[src/hw/cks_pkg.sv]
package cks_pkg;

   // Widths
   localparam int KEY_W = 256;
   localparam int WORD_W = 32;
   localparam int INSTR_W = 4;
   localparam int LOAD_W = 3;
   localparam int HOLD_CNT_W = 8;
   localparam int EC_CNT_W = 8;
   localparam int DEC_CNT_W = 8;

   // Instruction codes seen on the JTAG decoder and the core request port
   localparam logic [INSTR_W-1:0] INSTR_KEY_PROGRAM = 4'h1;
   localparam logic [INSTR_W-1:0] INSTR_KEY_CLEAR = 4'h2;
   localparam logic [INSTR_W-1:0] INSTR_PROVISION = 4'h3;
   localparam logic [INSTR_W-1:0] INSTR_CLEAR_ALL = 4'h4;
   localparam logic [INSTR_W-1:0] INSTR_READBACK = 4'h5;
   localparam logic [INSTR_W-1:0] INSTR_IDCODE = 4'h6;
   localparam logic [INSTR_W-1:0] INSTR_BYPASS = 4'hF;

   // Bitstream loading schemes
   localparam logic [LOAD_W-1:0] LOAD_PASSIVE_SERIAL = 3'h0;
   localparam logic [LOAD_W-1:0] LOAD_FAST_PASSIVE_PARALLEL = 3'h1;
   localparam logic [LOAD_W-1:0] LOAD_ACTIVE_SERIAL_FAST = 3'h2;
   localparam logic [LOAD_W-1:0] LOAD_ACTIVE_SERIAL_UPDATE_FAST = 3'h3;
   localparam logic [LOAD_W-1:0] LOAD_ACTIVE_SERIAL = 3'h4;
   localparam logic [LOAD_W-1:0] LOAD_PARALLEL_FLASH = 3'h5;

   // Timing
   localparam int CLK_PERIOD_NS = 5;
   localparam int STATUS_HOLD_NS = 1000;
   localparam int STATUS_HOLD_CYCLES = (STATUS_HOLD_NS + CLK_PERIOD_NS - 1) / CLK_PERIOD_NS;
   localparam logic [HOLD_CNT_W-1:0] HOLD_LAST = HOLD_CNT_W'(STATUS_HOLD_CYCLES - 1);
   localparam int ERR_CHECK_CYCLES = 256;
   localparam logic [EC_CNT_W-1:0] EC_LAST = EC_CNT_W'(ERR_CHECK_CYCLES - 1);

   // Key scrambling
   localparam int KEY_ROT = 67;
   localparam logic [KEY_W-1:0] SCRAMBLE_MASK = {8{32'h5A3C_96E1}};

   // Reset values
   localparam logic SYNC_RESET = 1'b0;
   localparam logic [KEY_W-1:0] KEY_RESET = '0;

   typedef enum logic [1:0] {
      CKS_MODE_KEYLESS,
      CKS_MODE_KEYED,
      CKS_MODE_PROVISION
   } cks_mode_e;

endpackage

[src/hw/cks_key_store.sv]
module cks_key_store
   import cks_pkg::*;
(
   input wire logic clk,
   input wire logic bat_nrst,
   input wire logic wr,
   input wire logic clr,
   input wire logic [KEY_W-1:0] key_in,
   output logic key_valid,
   output logic [KEY_W-1:0] key_work
);

   logic [KEY_W-1:0] stored;
   logic [KEY_W-1:0] scrambled;
   logic [KEY_W-1:0] next_stored;
   logic next_key_valid;

   // Fixed bit permutation plus mask; the cells never hold the entered pattern
   for (genvar i = 0; i < KEY_W; i++) begin : g_scr
      assign scrambled[i] = key_in[(i + KEY_W - KEY_ROT) % KEY_W] ^ SCRAMBLE_MASK[i];
      assign key_work[(i + KEY_W - KEY_ROT) % KEY_W] = stored[i] ^ SCRAMBLE_MASK[i];
   end

   always_comb begin
      next_stored = stored;
      next_key_valid = key_valid;
      if (clr) begin
         // Zero, not inverted or masked, so nothing of the old key survives
         next_stored = KEY_RESET;
         next_key_valid = 1'b0;
      end else if (wr) begin
         next_stored = scrambled;
         next_key_valid = 1'b1;
      end
   end

   // Lives on the battery reset only; core resets leave the key alone
   always_ff @(posedge clk or negedge bat_nrst) begin
      if (!bat_nrst) begin
         stored <= KEY_RESET;
         key_valid <= 1'b0;
      end else begin
         stored <= next_stored;
         key_valid <= next_key_valid;
      end
   end

endmodule

[src/hw/cks_stream_decrypt.sv]
module cks_stream_decrypt
   import cks_pkg::*;
(
   input wire logic clk,
   input wire logic nrst,
   input wire logic start,
   input wire logic in_valid,
   input wire logic [WORD_W-1:0] in_data,
   input wire logic in_encrypted,
   input wire logic [KEY_W-1:0] key,
   output logic out_valid,
   output logic [WORD_W-1:0] out_data
);

   // Keystream stand-in for the cipher core; only its key use and timing matter here
   logic [DEC_CNT_W-1:0] ctr;
   logic [DEC_CNT_W-1:0] next_ctr;
   logic next_out_valid;
   logic [WORD_W-1:0] next_out_data;
   logic [WORD_W-1:0] stream;

   assign stream = key[{ctr[2:0], 5'h00} +: WORD_W] ^ {24'h00_0000, ctr};

   always_comb begin
      next_ctr = ctr;
      next_out_valid = in_valid;
      next_out_data = out_data;
      if (start) begin
         next_ctr = '0;
      end else if (in_valid) begin
         next_ctr = ctr + 8'h01;
         next_out_data = in_encrypted ? (in_data ^ stream) : in_data;
      end
   end

   always_ff @(posedge clk or negedge nrst) begin
      if (!nrst) begin
         ctr <= '0;
         out_valid <= 1'b0;
         out_data <= '0;
      end else begin
         ctr <= next_ctr;
         out_valid <= next_out_valid;
         out_data <= next_out_data;
      end
   end

endmodule

[src/hw/cks_security_ctrl.sv]
// Functional notes
// - One 256-bit battery-backed volatile key, used to decrypt bitstreams.
// - Encrypted words are decrypted before reaching the configuration output.
// - No port anywhere returns the stored key.
// - No readback of loaded configuration; readback instruction always refused.
// - Key is scrambled before it is written into storage.
// - Key loads through JTAG key program or the core-issued key program (core_key); host programs via JTAG.
// - Core-issued key clear and key program are accepted at any time.
// - Reconfiguration starts after request returns high and status is released.
// - Pulse at each error-check cycle end with a pass or fail result.
// - With a key, both encrypted and plain bitstreams are accepted.
// - Without a key, only plain bitstreams load; encrypted ones fail.
// - JTAG key programming is accepted only in provisioning mode.
// - Provisioning unlocks the full JTAG set; otherwise instructions are restricted. Here readback stays refused even when provisioned.
// - Provisioning clears configuration data and the stored key.
// - Encrypted loads only via four listed schemes, never with decompression.
// - Logic, configuration, user memory and key can all be cleared.
module cks_security_ctrl
   import cks_pkg::*;
(
   input wire logic clk,
   input wire logic nrst,
   input wire logic bat_nrst,
   input wire logic config_request_n,
   output logic config_status_n_out,
   output logic config_status_n_oe,
   input wire logic jtag_instr_valid,
   input wire logic [INSTR_W-1:0] jtag_instr,
   input wire logic [KEY_W-1:0] jtag_key,
   input wire logic core_instr_valid,
   input wire logic [INSTR_W-1:0] core_instr,
   input wire logic [KEY_W-1:0] core_key,
   input wire logic bs_valid,
   output logic bs_ready,
   input wire logic [WORD_W-1:0] bs_data,
   input wire logic bs_last,
   input wire logic bs_encrypted,
   input wire logic [LOAD_W-1:0] bs_load_mode,
   input wire logic bs_decompress,
   output logic cfg_valid,
   output logic [WORD_W-1:0] cfg_data,
   output logic cfg_done,
   output logic logic_clear,
   output logic jtag_full_access,
   output logic instr_accepted,
   output logic instr_refused,
   output logic key_loaded,
   output logic [1:0] sec_mode,
   input wire logic ec_cell_flip,
   output logic ec_cycle_complete,
   output logic ec_fail
);

   typedef enum logic [2:0] {
      CFG_RESET,
      CFG_HOLD,
      CFG_LOAD,
      CFG_USER,
      CFG_FAIL
   } cks_cfg_e;

   logic req_meta;
   logic req_sync;

   cks_cfg_e state;
   cks_cfg_e next_state;
   logic [HOLD_CNT_W-1:0] hold_cnt;
   logic [HOLD_CNT_W-1:0] next_hold_cnt;
   logic cfg_started;
   logic next_cfg_started;
   logic next_jtag_full_access;
   logic next_bs_ready;
   logic next_cfg_done;
   logic next_status_oe;
   logic next_logic_clear;
   logic next_instr_accepted;
   logic next_instr_refused;
   logic [1:0] next_sec_mode;
   logic [EC_CNT_W-1:0] ec_cnt;
   logic [EC_CNT_W-1:0] next_ec_cnt;
   logic ec_err;
   logic next_ec_err;
   logic next_ec_cycle_complete;
   logic next_ec_fail;

   logic key_wr;
   logic key_clr;
   logic key_from_core;
   logic clear_all;
   logic dec_start;
   logic dec_in_valid;
   logic enc_scheme_ok;
   logic [KEY_W-1:0] key_in;
   logic [KEY_W-1:0] key_work;

   // Pin is asynchronous to clk
   always_ff @(posedge clk or negedge nrst) begin
      if (!nrst) begin
         req_meta <= SYNC_RESET;
         req_sync <= SYNC_RESET;
      end else begin
         req_meta <= config_request_n;
         req_sync <= req_meta;
      end
   end

   assign key_in = key_from_core ? core_key : jtag_key;

   // Of the key storage only the valid flag reaches a port (key_loaded); the key itself goes only to the decryptor
   cks_key_store u_key_store (
      .clk(clk),
      .bat_nrst(bat_nrst),
      .wr(key_wr),
      .clr(key_clr),
      .key_in(key_in),
      .key_valid(key_loaded),
      .key_work(key_work)
   );

   cks_stream_decrypt u_decrypt (
      .clk(clk),
      .nrst(nrst),
      .start(dec_start),
      .in_valid(dec_in_valid),
      .in_data(bs_data),
      .in_encrypted(bs_encrypted),
      .key(key_work),
      .out_valid(cfg_valid),
      .out_data(cfg_data)
   );

   always_comb begin
      enc_scheme_ok = 1'b0;
      case (bs_load_mode)
         LOAD_PASSIVE_SERIAL: enc_scheme_ok = 1'b1;
         LOAD_FAST_PASSIVE_PARALLEL: enc_scheme_ok = 1'b1;
         LOAD_ACTIVE_SERIAL_FAST: enc_scheme_ok = 1'b1;
         LOAD_ACTIVE_SERIAL_UPDATE_FAST: enc_scheme_ok = 1'b1;
         default: enc_scheme_ok = 1'b0;
      endcase
   end

   always_comb begin
      next_state = state;
      next_hold_cnt = hold_cnt;
      next_cfg_started = cfg_started;
      next_jtag_full_access = jtag_full_access;
      next_cfg_done = cfg_done;
      next_status_oe = config_status_n_oe;
      next_logic_clear = 1'b0;
      next_instr_accepted = 1'b0;
      next_instr_refused = 1'b0;
      next_ec_cnt = ec_cnt;
      next_ec_err = ec_err;
      next_ec_cycle_complete = 1'b0;
      next_ec_fail = ec_fail;
      key_wr = 1'b0;
      key_clr = 1'b0;
      key_from_core = 1'b0;
      clear_all = 1'b0;
      dec_start = 1'b0;
      dec_in_valid = 1'b0;

      // Core requests win; a JTAG instruction in the same cycle is refused
      if (core_instr_valid) begin
         next_instr_accepted = 1'b1;
         case (core_instr)
            INSTR_KEY_CLEAR: key_clr = 1'b1;
            INSTR_KEY_PROGRAM: begin
               key_wr = 1'b1;
               key_from_core = 1'b1;
            end
            INSTR_CLEAR_ALL: begin
               key_clr = 1'b1;
               clear_all = 1'b1;
            end
            default: begin
               next_instr_accepted = 1'b0;
               next_instr_refused = 1'b1;
            end
         endcase
         if (jtag_instr_valid) begin
            next_instr_refused = 1'b1;
         end
      end else if (jtag_instr_valid) begin
         next_instr_accepted = 1'b1;
         case (jtag_instr)
            INSTR_BYPASS, INSTR_IDCODE: next_instr_accepted = 1'b1;
            INSTR_READBACK: begin
               next_instr_accepted = 1'b0;
               next_instr_refused = 1'b1;
            end
            INSTR_PROVISION: begin
               // Only before any configuration word has been taken
               if (!cfg_started) begin
                  next_jtag_full_access = 1'b1;
                  key_clr = 1'b1;
                  clear_all = 1'b1;
               end else begin
                  next_instr_accepted = 1'b0;
                  next_instr_refused = 1'b1;
               end
            end
            INSTR_KEY_PROGRAM: begin
               if (jtag_full_access) begin
                  key_wr = 1'b1;
               end else begin
                  next_instr_accepted = 1'b0;
                  next_instr_refused = 1'b1;
               end
            end
            default: begin
               if (jtag_full_access) begin
                  key_clr = (jtag_instr == INSTR_KEY_CLEAR);
               end else begin
                  next_instr_accepted = 1'b0;
                  next_instr_refused = 1'b1;
               end
            end
         endcase
      end

      case (state)
         CFG_RESET: begin
            next_status_oe = 1'b1;
            next_cfg_done = 1'b0;
            if (req_sync) begin
               next_state = CFG_HOLD;
               next_hold_cnt = '0;
            end
         end
         CFG_HOLD: begin
            next_hold_cnt = hold_cnt + 8'h01;
            if (hold_cnt == HOLD_LAST) begin
               next_state = CFG_LOAD;
               next_status_oe = 1'b0;
               dec_start = 1'b1;
            end
         end
         CFG_LOAD: begin
            if (bs_valid) begin
               next_cfg_started = 1'b1;
               if (bs_encrypted && (!key_loaded || !enc_scheme_ok || bs_decompress)) begin
                  next_state = CFG_FAIL;
                  next_status_oe = 1'b1;
               end else begin
                  dec_in_valid = 1'b1;
                  if (bs_last) begin
                     next_state = CFG_USER;
                     next_cfg_done = 1'b1;
                     next_ec_cnt = '0;
                     next_ec_err = 1'b0;
                  end
               end
            end
         end
         CFG_USER: begin
            next_ec_cnt = ec_cnt + 8'h01;
            next_ec_err = ec_err | ec_cell_flip;
            if (ec_cnt == EC_LAST) begin
               // A flip in the last cycle still counts toward this result
               next_ec_cycle_complete = 1'b1;
               next_ec_fail = ec_err | ec_cell_flip;
               next_ec_err = 1'b0;
            end
         end
         CFG_FAIL: next_status_oe = 1'b1;
         default: next_state = CFG_RESET;
      endcase

      // Request low or a clear throws away the whole configuration
      if (!req_sync || clear_all) begin
         next_state = CFG_RESET;
         next_status_oe = 1'b1;
         next_cfg_done = 1'b0;
         next_ec_cnt = '0;
         next_ec_err = 1'b0;
         dec_in_valid = 1'b0;
         next_logic_clear = clear_all;
      end

      next_bs_ready = (next_state == CFG_LOAD);

      // Reflects the key one cycle late, as the store registers it
      if (next_jtag_full_access) begin
         next_sec_mode = 2'(CKS_MODE_PROVISION);
      end else if (key_loaded) begin
         next_sec_mode = 2'(CKS_MODE_KEYED);
      end else begin
         next_sec_mode = 2'(CKS_MODE_KEYLESS);
      end
   end

   always_ff @(posedge clk or negedge nrst) begin
      if (!nrst) begin
         state <= CFG_RESET;
         hold_cnt <= '0;
         cfg_started <= 1'b0;
         jtag_full_access <= 1'b0;
         bs_ready <= 1'b0;
         cfg_done <= 1'b0;
         config_status_n_oe <= 1'b1;
         logic_clear <= 1'b0;
         instr_accepted <= 1'b0;
         instr_refused <= 1'b0;
         sec_mode <= 2'(CKS_MODE_KEYLESS);
         ec_cnt <= '0;
         ec_err <= 1'b0;
         ec_cycle_complete <= 1'b0;
         ec_fail <= 1'b0;
      end else begin
         state <= next_state;
         hold_cnt <= next_hold_cnt;
         cfg_started <= next_cfg_started;
         jtag_full_access <= next_jtag_full_access;
         bs_ready <= next_bs_ready;
         cfg_done <= next_cfg_done;
         config_status_n_oe <= next_status_oe;
         logic_clear <= next_logic_clear;
         instr_accepted <= next_instr_accepted;
         instr_refused <= next_instr_refused;
         sec_mode <= next_sec_mode;
         ec_cnt <= next_ec_cnt;
         ec_err <= next_ec_err;
         ec_cycle_complete <= next_ec_cycle_complete;
         ec_fail <= next_ec_fail;
      end
   end

   // Open drain: only ever pulls low
   assign config_status_n_out = 1'b0;

endmodule

[config.mk]
export PLATFORM = sky130hd
export DESIGN_NAME = cks_security_ctrl
export DESIGN_NICKNAME = d
export VERILOG_FILES = /design/src/hw/cks_pkg.sv /design/src/hw/cks_key_store.sv /design/src/hw/cks_stream_decrypt.sv /design/src/hw/cks_security_ctrl.sv
export SDC_FILE = /design/constraint.sdc
export NUM_CORES = 1
export LEC_CHECK = 0
export BUFFER_PORTS_ARGS = -buffer_cell sky130_fd_sc_hd__buf_2
export CORE_AREA = 10 10 231 233
export DETAILED_ROUTE_END_ITERATION = 8
export DIE_AREA = 0 0 241 243
export PLACE_DENSITY_LB_ADDON = 0.2
export SYNTH_ARGS = -nofsm -noshare
export SYNTH_HDL_FRONTEND = slang
export SYNTH_SLANG_ARGS = --single-unit
[constraint.sdc]
create_clock -name clk -period 2.4 [get_ports clk]
set_input_delay 0.36 -clock clk [delete_from_list [all_inputs] [get_ports clk]]
set_output_delay 0.36 -clock clk [all_outputs]
set_load 0.005 [all_outputs]
==> flow_summary_export.csv <==
group,metric,value,unit
detailed_routing,wl,68900,um
cells_and_area,drive_above_1_share,0.390,
synthesis,syn-cell-area,17200,um^2
detailed_routing,drtIter0Drc,1014,
sta,period_needed,2230,ps
global_route,grt_usage,0.229,
floorplanning,initial_core_util,0.354,
worst_hold_path,worstHoldPathType,"in -> reg",
floorplanning,pin_count,612,
sta,tightest_slew,719,ps
synthesis,ys_types,64,
detailed_routing,drtPass1Iterations,5,
cells_and_area,design_area,22900,um^2
setup_path,path_cells,"buf_12 > mux2i_1 > a22oi_1 > and4b_1 > o211ai_1 > or3b_1",
sta,rsz0062_at_grt,"false",
detailed_routing,routed_via_density,5.40,
clock_tree,cts_resized,0,
global_route,grt.overflow.total,0,
place,routabilityCongestion,0.892,
setup_path,crit_path_end_kind,"register",
place,place_area,21500,um^2
synthesis,async_reset_ff_frac,1.00,
synthesis,synth-edff-count,0,
global_route,grt_start_max_net_pins,125,
setup_path,critPathLaunchType,"register",
global_route,grt_pass1_vias,16500,
place,dpl.hpwl,54000,um
sta,setup_viol,0,
setup_path,cp_slowest_cell,"dfrtp_4",
floorplanning,die_area,58600,um^2
clock_tree,post_cts_buffers,0,
detailed_routing,route.detailed.drc,0,
synthesis,synth_cells,1557,
clock_tree,clk_pin_slew,60,ps
clock_tree,clockBufferDepth,3,
synthesis,yosysTopAreaCell,"dfrtp_1",
pwr,ir_worst_vdd,407,uV
clock_tree,cts_hold_buf,3,
detailed_routing,routedWlPerCell,24.5,um
clock_tree,clock_latency,550,ps
pwr,leakage,11.6,nW
setup_path,critPathTopFamily,"simple AND/OR/NAND/NOR gates",
sta,relSlewSlack,0.508,
clock_tree,numCtsBuffers,39,
global_route,antenna_found_initial,5,
cells_and_area,area_growth,33.1,%
clock_tree,cts-root-buf,"clkbuf_16",
job,maxCapViolCount,0,
synthesis,yosys_warnings,0,
sta,layout_setup_ws,175,ps
place,place_worst_setup_slack,147,ps
clock_tree,cts_tree,"built",
setup_path,path_buf_inv,1,
floorplanning,coreArea,48600,um^2
sta,hold_violations,0,
clock_tree,cts.sink_count,331,
setup_path,crit_arrival,2650,ps
synthesis,yosys_most_used_dff,"dfrtp_1",
synthesis,avgSynthCellArea,11.1,um^2
synthesis,ys_seq_area_frac,0.481,
synthesis,ys_seq_elements,331,
sta,final_max_slew_viol_count,0,
setup_path,critPathKind,"reg -> reg",
floorplanning,fp.dieW,241,um
pwr,p_per_area,659,nW/um^2
run_status,status,"complete, no violations",
detailed_routing,antenna_left,0,
sta,final.setup_skew,16.5,ps
sta,fmax,449,MHz
detailed_routing,vias,15200,
synthesis,synth_area_leaders,"dfrtp_1 (48%), mux2i_1 (9.4%), a32o_1 (7.4%)",
global_route,grt_pass1_wl,103000,um
sta,setup_tns,0,ps
place,io_buffer_count,608,
synthesis,yosys.area.top_type_share,0.480,
sta,fin_crit_sh,0.927,
setup_path,cp.required,2830,ps
floorplanning,row_count,81,
setup_path,crit_fanout,20,
cells_and_area,fin_nets,2728,
setup_path,cpPeakStageDelay,530,ps
clock_tree,htree_levels,2,
cells_and_area,fin_util,0.471,
floorplanning,dieHeight,243,um
synthesis,mappedNetlistNets,2126,
cell usage in the layout, fill, tap and decap left out, types with 5 or more instances in the layout:
cell type	Yosys	routed
buf_12	0	26
clkinv_2	0	7
o21ai_0	50	50
inv_1	9	9
mux4_2	54	54
clkbuf_8	0	10
nand2_1	333	333
clkbuf_16	0	41
buf_2	34	606
xor2_1	29	29
nor3_1	10	10
o2bb2ai_1	128	128
buf_4	8	67
clkbuf_1	95	5
dfrtp_1	330	327
a32o_1	128	128
nand3_1	15	14
a211o_1	8	8
mux2_2	14	14
and3_1	9	8
nand4_1	12	12
nor2_1	29	28
a22oi_1	11	11
mux2i_1	161	161
a21oi_1	17	16
xnor2_1	6	6
nor2b_1	8	8
where the power goes:
part | total, mW | switching [mW] | internal, mW
combinational | 2.22 | 1.04 | 1.18
sequential | 6.57 | 0.389 | 6.18
clock | 6.31 | 2.44 | 3.86
total | 15.1 | 3.87 | 11.2
cells by family after synthesis:
group / after synthesis / synth area share
and+or+nand+nor: 445 / 0.110
AOI/OAI and AO/OA: 361 / 0.177
DFF: 331 / 0.481
muxes: 229 / 0.173
buffers and inverters: 152 / 0.0378
xor gates and xnor gates: 35 / 0.0178
adders and majority gates: 3 / 0.00218
other: 1 / 0.000218
worst paths after layout:
kind | from | endpoint | slack (ps) | depth (start not counted)
max | u_decrypt.ctr[0] | u_decrypt.out_data[5] | 170 | 6
max reg2reg | u_decrypt.ctr[0] | u_decrypt.out_data[5] | 170 | 6
min | core_key[94] | u_key_store.stored[161] | 80 | 3
max in group asynchronous | bat_nrst | u_key_store.stored[221] | 1250 | 3
min in group asynchronous | nrst | ec_fail | 330 | 2
min reg2reg | req_meta | req_sync | 360 | 0
through the flow:
step                power (mW)  cells  hold WS [ps]
CTS                       15.3   2811          46.2
floorplan                 7.65   1557          64.4
global placement          8.85   2737           344
finish                    15.1   2814          80.3
detailed placement        8.90   2737           340
global route              15.7   2814          73.1
synth_stat cells (all sizes together) (2+ instances only):
cell type and instances:
or4b 2, clkbuf 95, a22oi 11, or2 3, nor2 29, or3 2
nand4 12, a21oi 17, dfrtp 330, o2bb2ai 128, nor3 11, mux2i 161
nand2 333, nand3b 4, o22ai 2, or3b 2, a32o 128, a211o 8
o21ai 51, xnor2 6, buf 47, a22o 2, and2 4, mux4 54
ha 3, inv 10, nor2b 8, nor4 2, xor2 29, o21bai 2
nand3 15, o21a 2, nor3b 2, and3 9, mux2 14, o211ai 2
routing by layer:
| metal | vias up | track usage | share of wire |
|---|---|---|---|
| met3 | 71 | 0.0484 | 0.070 |
| met5 | - | 0 | 0.00033 |
| met1 | 7548 | 0.286 | 0.40 |
| li1 | 7033 | - | - |
| met4 | 6 | 0.0627 | 0.022 |
| met2 | 540 | 0.393 | 0.50 |
final cells by class:
class	count	area, um^2
diodes	3	7.51
clock buffers	56	1180
clock inverters	15	188
fillers	4541	25700
inverters	10	37.5
multi-input cells	1074	8320
flip-flops and latches	331	8290
well taps	622	778
repair buffers	703	4100
tightest hold or removal path, delay by kind of cell:
| kind | cells | cell delay (ps) |
|---|---|---|
| AOI/OAI and AO/OA | 1 | 110 |
| buffers and inverters | 1 | 70 |
| muxes | 1 | 50 |
registers in the layout (all words and copies together), names as in the netlist, 3 cells and up:
signal	count
u_key_store.stored	256
ec_cnt	8
hold_cnt	8
state	3
u_decrypt.out_data	32
u_decrypt.ctr	8
No activity file was read; power rests on OpenSTA's default activity.
